<file path="src/cpu_dest_addr_defs.svh">
// constants for the destination and indirect operand address unit
//
// Functional notes
// - indexed destination: operand one plus index, accumulator source, two bytes
// - indexed arithmetic reads operand-plus-index location, writes result back, accumulator kept
// - direct immediate: operand one is target, operand two immediate, three bytes
// - indexed immediate: operand one plus index target, operand two immediate, three bytes
// - indexed and immediate results go to RAM or register space as the instruction selects
// - direct-to-direct only for plain move; RAM to RAM, three bytes
// - source indirect: fetch pointer, load pointed byte into accumulator, two bytes
// - destination indirect: fetch pointer, store accumulator at pointer, two bytes
// - both indirect forms write the incremented pointer back in the same instruction
// - indirect forms decode only for the indirect transfer opcode
`ifndef CPU_DEST_ADDR_DEFS_SVH
`define CPU_DEST_ADDR_DEFS_SVH

`define LEN_SHORT 2'h2
`define LEN_LONG 2'h3
`define LEN_NONE 2'h0
`define PTR_STEP 8'h01
`define BYTE_ZERO 8'h00
`define BYTE_MAX 8'hFF
`define SPACE_RAM 1'h0

`endif

</file>
<file path="src/cpu_dest_addr_pkg.sv">
// types shared by the destination and indirect operand address unit
`default_nettype none
package cpu_dest_addr_pkg;

  typedef enum logic [2:0] {
    dst_indexed_mode,
    dst_direct_imm_mode,
    dst_indexed_imm_mode,
    direct_direct_mode,
    src_indirect_inc_mode,
    dst_indirect_inc_mode
  } mode_type;

  typedef enum logic [2:0] {
    plain_transfer_op,
    indirect_transfer_op,
    add_op,
    sub_op,
    and_op,
    or_op,
    xor_op
  } op_type;

  typedef struct packed {
    mode_type mode;
    op_type op;
    logic regSpace;
    logic [7:0] operand1;
    logic [7:0] operand2;
  } request_type;

  typedef struct packed {
    logic rd;
    logic wr;
    logic regSpace;
    logic [7:0] addr;
    logic [7:0] wdata;
  } memcmd_type;

endpackage
`default_nettype wire

</file>
<file path="src/cpu_dest_addressing.sv">
// destination and indirect operand address generation and sequencing
`timescale 1ns/1ps
`default_nettype none
`include "cpu_dest_addr_defs.svh"

module cpu_dest_addressing (
  input wire logic mclk,
  input wire logic rstn,
  input wire logic start,
  input wire cpu_dest_addr_pkg::request_type request,
  input wire logic [7:0] index,
  input wire logic [7:0] acc,
  input wire logic [7:0] memRdata,
  output var cpu_dest_addr_pkg::memcmd_type memCmd,
  output logic accWrite,
  output logic [7:0] accData,
  output logic [1:0] instLength,
  output logic done,
  output logic illegal,
  output logic busy
);

  // ****************************************
  // request decode
  // ****************************************
  typedef enum logic [3:0] {
    IDLE, OPND_RD, OPND_TAKE, PTR_RD, PTR_TAKE, IND_RD, IND_TAKE, DATA_WR, PTR_WR, FINISH
  } state_type;

  logic indexedMode;
  logic immMode;
  logic indirectMode;
  logic dirDirMode;
  logic arithOp;
  logic badCombo;
  logic [7:0] aluResult;

  assign indexedMode = (request.mode == cpu_dest_addr_pkg::dst_indexed_mode) ||
                       (request.mode == cpu_dest_addr_pkg::dst_indexed_imm_mode);
  assign immMode = (request.mode == cpu_dest_addr_pkg::dst_direct_imm_mode) ||
                   (request.mode == cpu_dest_addr_pkg::dst_indexed_imm_mode);
  assign indirectMode = (request.mode == cpu_dest_addr_pkg::src_indirect_inc_mode) ||
                        (request.mode == cpu_dest_addr_pkg::dst_indirect_inc_mode);
  assign dirDirMode = (request.mode == cpu_dest_addr_pkg::direct_direct_mode);
  assign arithOp = (request.op != cpu_dest_addr_pkg::plain_transfer_op) &&
                   (request.op != cpu_dest_addr_pkg::indirect_transfer_op);
  // direct-to-direct only with plain move; indirect modes only with indirect transfer
  assign badCombo = (dirDirMode && (request.op != cpu_dest_addr_pkg::plain_transfer_op)) ||
    (indirectMode != (request.op == cpu_dest_addr_pkg::indirect_transfer_op));

  // ****************************************
  // sequencer
  // ****************************************
  state_type state, next_state;
  cpu_dest_addr_pkg::request_type cur, next_cur;
  cpu_dest_addr_pkg::memcmd_type next_memCmd;
  logic [7:0] target, next_target;
  logic [7:0] srcData, next_srcData;
  logic [7:0] ptr, next_ptr;
  logic next_accWrite;
  logic [7:0] next_accData;
  logic [1:0] next_instLength;
  logic next_done;
  logic next_illegal;
  logic next_busy;

  // first source is the stored location, second is the immediate or accumulator
  always_comb begin
    case (cur.op)
      cpu_dest_addr_pkg::add_op: aluResult = 8'(memRdata + srcData);
      cpu_dest_addr_pkg::sub_op: aluResult = 8'(memRdata - srcData);
      cpu_dest_addr_pkg::and_op: aluResult = memRdata & srcData;
      cpu_dest_addr_pkg::or_op: aluResult = memRdata | srcData;
      cpu_dest_addr_pkg::xor_op: aluResult = memRdata ^ srcData;
      default: aluResult = srcData;
    endcase
  end

  always_comb begin
    next_state = state;
    next_cur = cur;
    next_target = target;
    next_srcData = srcData;
    next_ptr = ptr;
    next_memCmd = memCmd;
    next_memCmd.rd = 1'b0;
    next_memCmd.wr = 1'b0;
    next_accWrite = 1'b0;
    next_accData = accData;
    next_instLength = instLength;
    next_illegal = illegal;
    case (state)
      IDLE: begin
        if (start) begin
          next_cur = request;
          next_target = indexedMode ? 8'(request.operand1 + index) : request.operand1;
          next_srcData = immMode ? request.operand2 : acc;
          next_instLength = (immMode || dirDirMode) ? `LEN_LONG : `LEN_SHORT;
          next_illegal = badCombo;
          next_memCmd.regSpace = request.regSpace;
          if (badCombo) begin
            next_state = FINISH;
          end else if (indirectMode) begin
            next_memCmd.rd = 1'b1;
            next_memCmd.addr = request.operand1;
            next_memCmd.regSpace = `SPACE_RAM;
            next_state = PTR_RD;
          end else if (dirDirMode) begin
            next_memCmd.rd = 1'b1;
            next_memCmd.addr = request.operand2;
            next_memCmd.regSpace = `SPACE_RAM;
            next_state = OPND_RD;
          end else if (arithOp) begin
            next_memCmd.rd = 1'b1;
            next_memCmd.addr = next_target;
            next_state = OPND_RD;
          end else begin
            next_memCmd.wr = 1'b1;
            next_memCmd.addr = next_target;
            next_memCmd.wdata = next_srcData;
            next_state = DATA_WR;
          end
        end
      end
      OPND_RD: begin
        next_state = OPND_TAKE;
      end
      OPND_TAKE: begin
        next_memCmd.wr = 1'b1;
        next_memCmd.addr = target;
        next_memCmd.regSpace = (cur.mode == cpu_dest_addr_pkg::direct_direct_mode) ?
                               `SPACE_RAM : cur.regSpace;
        next_memCmd.wdata = (cur.mode == cpu_dest_addr_pkg::direct_direct_mode) ?
                            memRdata : aluResult;
        next_state = DATA_WR;
      end
      PTR_RD: begin
        next_state = PTR_TAKE;
      end
      PTR_TAKE: begin
        next_ptr = memRdata;
        next_memCmd.addr = memRdata;
        if (cur.mode == cpu_dest_addr_pkg::src_indirect_inc_mode) begin
          next_memCmd.rd = 1'b1;
          next_state = IND_RD;
        end else begin
          next_memCmd.wr = 1'b1;
          next_memCmd.wdata = srcData;
          next_state = DATA_WR;
        end
      end
      IND_RD: begin
        next_state = IND_TAKE;
      end
      IND_TAKE: begin
        next_accWrite = 1'b1;
        next_accData = memRdata;
        next_memCmd.wr = 1'b1;
        next_memCmd.addr = cur.operand1;
        next_memCmd.wdata = 8'(ptr + `PTR_STEP);
        next_state = PTR_WR;
      end
      DATA_WR: begin
        if (cur.mode == cpu_dest_addr_pkg::dst_indirect_inc_mode) begin
          next_memCmd.wr = 1'b1;
          next_memCmd.addr = cur.operand1;
          next_memCmd.wdata = 8'(ptr + `PTR_STEP);
          next_state = PTR_WR;
        end else begin
          next_state = FINISH;
        end
      end
      PTR_WR: begin
        next_state = FINISH;
      end
      FINISH: begin
        next_state = IDLE;
      end
      default: begin
        next_state = IDLE;
      end
    endcase
    next_done = (next_state == FINISH);
    next_busy = (next_state != IDLE);
  end

  always_ff @(posedge mclk) begin
    if (!rstn) begin
      state <= IDLE;
      cur <= '0;
      target <= `BYTE_ZERO;
      srcData <= `BYTE_ZERO;
      ptr <= `BYTE_ZERO;
      memCmd <= '0;
      accWrite <= 1'b0;
      accData <= `BYTE_ZERO;
      instLength <= `LEN_NONE;
      done <= 1'b0;
      illegal <= 1'b0;
      busy <= 1'b0;
    end else begin
      state <= next_state;
      cur <= next_cur;
      target <= next_target;
      srcData <= next_srcData;
      ptr <= next_ptr;
      memCmd <= next_memCmd;
      accWrite <= next_accWrite;
      accData <= next_accData;
      instLength <= next_instLength;
      done <= next_done;
      illegal <= next_illegal;
      busy <= next_busy;
    end
  end

  logic taken;
  assign taken = start && (state == IDLE);

  function automatic logic ptr_mode_f(input cpu_dest_addr_pkg::mode_type m);
    ptr_mode_f = (m == cpu_dest_addr_pkg::src_indirect_inc_mode) ||
                 (m == cpu_dest_addr_pkg::dst_indirect_inc_mode);
  endfunction
endmodule
`default_nettype wire

</file>
<file path="config.mk">
export PLATFORM = sky130hd
export DESIGN_NAME = cpu_dest_addressing
export DESIGN_NICKNAME = d
export VERILOG_FILES = /design/src/cpu_dest_addr_pkg.sv /design/src/cpu_dest_addressing.sv
export VERILOG_INCLUDE_DIRS = /design/src
export SDC_FILE = /design/constraint.sdc
export NUM_CORES = 1
export LEC_CHECK = 0
export BUFFER_PORTS_ARGS = -buffer_cell sky130_fd_sc_hd__buf_4
export CAP_MARGIN = 25
export CELL_PAD_IN_SITES_DETAIL_PLACEMENT = 1
export CELL_PAD_IN_SITES_GLOBAL_PLACEMENT = 2
export CORE_MARGIN = 2
export CORE_UTILIZATION = 30
export DETAILED_ROUTE_END_ITERATION = 8
export PLACE_DENSITY = 0.82
export SLEW_MARGIN = 30
export SYNTH_ARGS = -nofsm -noshare
export SYNTH_HDL_FRONTEND = slang
export SYNTH_SLANG_ARGS = --single-unit
</file>
<file path="constraint.sdc">
create_clock -name mclk -period 6.1 [get_ports mclk]
set_input_delay 0.915 -clock mclk [delete_from_list [all_inputs] [get_ports mclk]]
set_output_delay 0.915 -clock mclk [all_outputs]
set_load 0.02 [all_outputs]
</file>
### Yosys cells after proc, flatten, opt, wreduce, memory -nomap -nowiden

Cells that the tools add are included.

* logic and storage cells: 114
* input port bits: 50
* register bits after elaboration: 76

* reduce and logical (&&, ||, !) cells: 18
* $add $sub $neg: 4
* bitwise logic cells: 3
* muxes and demuxes: 38
* equality and inequality tests: 32

Operators by type and width (number)
* one-hot mux 16 bit (5 select lines): 1
* two-way mux 8 bit: 8
* one-hot mux 8 bit (5 select lines): 1
* two-way mux 19 bit: 2
* one-hot mux 4 bit (9 select lines): 1
* equality test 3 bit, second input constant: 7
* adder 8 bit: 2
* equality test 4 x 3 -> 1 bit, second input constant: 4
* two-way mux 16 bit: 1
* equality test 3 x 2 -> 1 bit, second input constant: 5
* two-way mux 1 bit: 14
* != test 2 bit, second input constant: 7
* two-way mux 3 bit: 3
* two-way mux 9 bit: 1
* adder 8 x 1 -> 8 bit, second input constant: 1
* bitwise AND 8 bit: 1
* equality test 4 x 2 -> 1 bit, second input constant: 2
* equality test 4 bit, second input constant: 2
* two-way mux 4 bit: 2
* OR 8 bit: 1
* AND reduction 8 bit: 1
* subtractor 8 bit: 1
* bitwise XOR 8 bit: 1
* equality test 3 x 1 -> 1 bit, second input constant: 2
* 17 further kinds: 24

### Logic depth before layout (Yosys ltp)

* depth after elaboration: 9
* gate-level depth with buffers: 12

### Worst setup path after synthesis

No wires, ideal clock.

* path type: register to register
* from: register cur[19] in the netlist's numbering
* to: register memCmd[6] in the netlist's numbering
* buffers on the path: 2
* data arrival time: 2.623 ns
* required time: 6.030 ns
* stages on the path, launching flop included: 12
* setup slack: 3.408 ns
* period minus slack after synthesis: 2.692 ns
* path through: dfxtp_1 -> buf_2 -> and3b_1 -> clkbuf_1 -> mux2_2 -> fa_1 -> nand2b_1 -> a21oi_1 -> mux2i_1 -> a31oi_1 -> o31a_1 -> a21oi_1

* longest elaborated chain between the ends: 4
* elaborated cells between the ends (all ways): 8
* those cells by class: 5 x eq/ne; 3 x mux

Ends and longest elaborated chain
* start, declared: RTL line cpu_dest_addressing.sv:55 `cpu_dest_addr_pkg::request_type cur, next_cur;`
* start signal, assigned: RTL line cpu_dest_addressing.sv:203 `cur <= next_cur;`
* equality test 3 bit or equality test 3 x 2 -> 1 bit (tied branches): RTL line cpu_dest_addressing.sv:69 `case (cur.op)`
* one-hot mux 8 bit (5 select lines) (*): RTL line cpu_dest_addressing.sv:69
* two-way mux 8 bit (*): RTL line cpu_dest_addressing.sv:133 `next_memCmd.wdata = (cur.mode == cpu_dest_addr_pkg::direct_direct_mode) ?`
* one-hot mux 16 bit (5 select lines) (*): RTL line cpu_dest_addressing.sv:92 `case (state)`
* end signal, assigned: RTL line cpu_dest_addressing.sv:207 `memCmd <= next_memCmd;`
* end, declared: RTL line cpu_dest_addressing.sv:14 `output var cpu_dest_addr_pkg::memcmd_type memCmd,`

Every way passes the cells marked *; elsewhere a longest branch is shown, timed or not.
A chain may end at the register's enable or synchronous reset.

### Worst setup path after layout

* from: register cur[18] in the netlist's numbering
* to: register memCmd[6] in the netlist's numbering

Same word-level chain as after synthesis.

==> impl_metrics.tcl <==
set metrics [dict create \
    cts_max_level 3 \
    drt-vias-per-instance 5.369 \
    port_buffers 82 \
    grtUsageTotal 0.2036 \
    synth_top_area_cell "dfxtp_1" \
    slew_violations 0 \
    syn_avg_cell_area_sq_um 7.859 \
    place_congestion 0.8652 \
    cpMaxStageDelayCell "dfxtp_1" \
    crit_path_max_incr_delay_ns 0.86 \
    final_common_cell "nand2_1" \
    fin_nets 802 \
    yosysUniqueCellTypes 72 \
    syn_inst 661 \
    clock_latency_ns 0.35 \
    ant_nets 0 \
    clockBufferDepth 2 \
    antenna_cells 0 \
    ir_drop_mv 0.1515 \
    whs_ns 0.4578 \
    crit_required_ns 6.39 \
    initial_core_util 0.3035 \
    drive_above_1_share 0.1812 \
    async_flop_share 0 \
    row_count 48 \
    dr_total_vias 5090 \
    crit_path_frequent_cell "a21oi_1" \
    synth-edff-count 0 \
    grt_pass1_vias 5391 \
    endpoint_kind "flop" \
    worstPathCellList "and3b_1 -> mux2_2 -> fa_1 -> nand2b_1 -> a21oi_1 -> mux2i_1 -> a31oi_1 -> o31a_1 -> a21oi_1" \
    finalCritPeriodShare 0.5515 \
    arrival_ns 3.65 \
    relSlewSlack 0.4268 \
    wl_um 18030 \
    layout.cells.non_filler 948 \
    cts_num_sinks 76 \
    dp_worst_setup_slack_ns 2.784 \
    yosys_warnings 0 \
    cts_root_buf "clkbuf_16" \
    drtPass1Iterations 5 \
    remaining_drc_errors 0 \
    finalSetupViolCount 0 \
    path_clk_slew_ns 0.06 \
    die-area_sq_um 18380 \
    coreArea_sq_um 17120 \
    grt_max_degree 44 \
    syn_nets 745 \
    cts.hold.buffers_added 0 \
    worstSetupPathType "flop to flop" \
    yosys-top-cells-area "dfxtp_1, ha_1, nand2_1" \
    reg2reg_slack_ns 2.74 \
    area_growth_pct 18.93 \
    fin_ws_ns 2.736 \
    outcome "completed" \
    tns_ns 0 \
    clock_skew_ns 0.009865 \
    die_width_um 135.6 \
    start_kind "flop" \
    cap_violations 0 \
    hold_path_class "flop to flop" \
    power_density_nw_per_um2 459.2 \
    syn_area_sq_um 5195 \
    cts_buffers 9 \
    yosysSeqAreaShare 0.2929 \
    cts_resized 0 \
    grt_pass1_wl_um 29100 \
    postCtsSetupBuffers 0 \
    final_cell_mix "nand2_1, buf_4, dfxtp_1" \
    synth-seq-cells 76 \
    fin_crit_ns 3.364 \
    cts_tree "built" \
    antenna_found_initial 0 \
    drt_iter0_drc 182 \
    dp_hpwl_um 13470 \
    tightest_slew_ns 0.8589 \
    ioPinCount 83 \
    power_leakage_nw 2.441 \
    synth_top_area_frac 0.2929 \
    cp_max_fo 22 \
    die_h_um 135.6 \
    fmax_mhz 297.3 \
    synth_ff_type "dfxtp_1" \
    finalHoldViolations 0 \
    wl_per_cell_um 19.02 \
    dp_cells 932 \
    rsz0062_at_grt "false" \
    grt_overflow 0 \
]
==> metrics by stage <==
stage	cell area (sq um)	power, mW	utilization
3_5_place_dp	5898	2.333	0.3446
4_1_cts	6178	2.861	0.3610
6_report	6178	2.837	0.3610
2_1_floorplan	5195	1.915	-
5_1_grt	6178	3.072	0.3610
3_3_place_gp	5896	2.277	0.3444
==> worst max-delay path: cells and delay by family, from the launching register on <==
family	cells	cell delay, ns
multiplexers	2	0.62
flip-flops	1	0.86
AO/OA/AOI/OAI	4	0.76
adder cells (fa/ha/maj)	1	0.44
AND/OR/NAND/NOR	2	0.62
==> final timing paths <==
path                   from  depth (start not counted)        end
setup / recovery    cur[18]                          9  memCmd[6]
hold / removal    target[2]                          2  target[2]
setup reg to reg    cur[18]                          9  memCmd[6]
hold reg to reg   target[2]                          2  target[2]
==> flip-flops by register name, indices dropped and copies added (netlist names) <==
signal      cells
memCmd         19
cur            15
accData         8
ptr             8
srcData         8
target          8
state           4
instLength      2
accWrite        1
busy            1
done            1
illegal         1
==> cell usage after synthesis, types with 5 or more instances <==
cell type  number
nor2_1         52
ha_1           32
or3_1           5
nor3_1         11
o21ai_0        27
a211oi_1       13
dfxtp_1        76
xor2_1          5
nand2b_1       10
a22oi_1         6
a31oi_1        12
buf_2           7
o22ai_1         5
nand2_1       101
o221ai_1        7
or2_2           5
a21oi_1        64
o211ai_1        5
buf_4           6
o21ai_1         9
mux2i_1        14
inv_1          28
xnor2_1        16
clkbuf_1       21
and3_1         10
buf_6           6
nor2b_1         6
nand3_1        14
==> final cells by class <==
| class | instances | area, sq um |
|---|---|---|
| clock buffer | 11 | 242.7 |
| clock inverter | 5 | 37.54 |
| fill | 2055 | 10940 |
| inverter | 29 | 108.9 |
| multi-input combinational | 516 | 3341 |
| sequential | 76 | 1521 |
| tap | 225 | 281.5 |
| timing repair buffer | 86 | 645.6 |
==> where the power goes <==
group          switching (mW)  total, mW  internal [mW]
clock                   0.224      0.512          0.287
sequential              0.168      0.807          0.639
combinational           0.907       1.52          0.612
total                    1.30       2.84           1.54
==> metal layers <==
layer | wire length, um | track usage
met1 | 8105 | 0.2547
met3 | 811 | 0.03330
met5 | 0 | 0
met4 | 310 | 0.07234
met2 | 8802 | 0.3527
==> cells by family (layout without fill, tap and decap cells) <==
group,Yosys count,count (layout),synth area share
mux,18,18,0.03564
simple gates,245,245,0.2276
buf+inv,69,131,0.06454
compound gates,197,197,0.2560
flops,76,76,0.2929
xor+xnor,22,22,0.03854
fa+ha+maj,34,34,0.08478
Note: power is estimated with default switching activity, not from simulation.
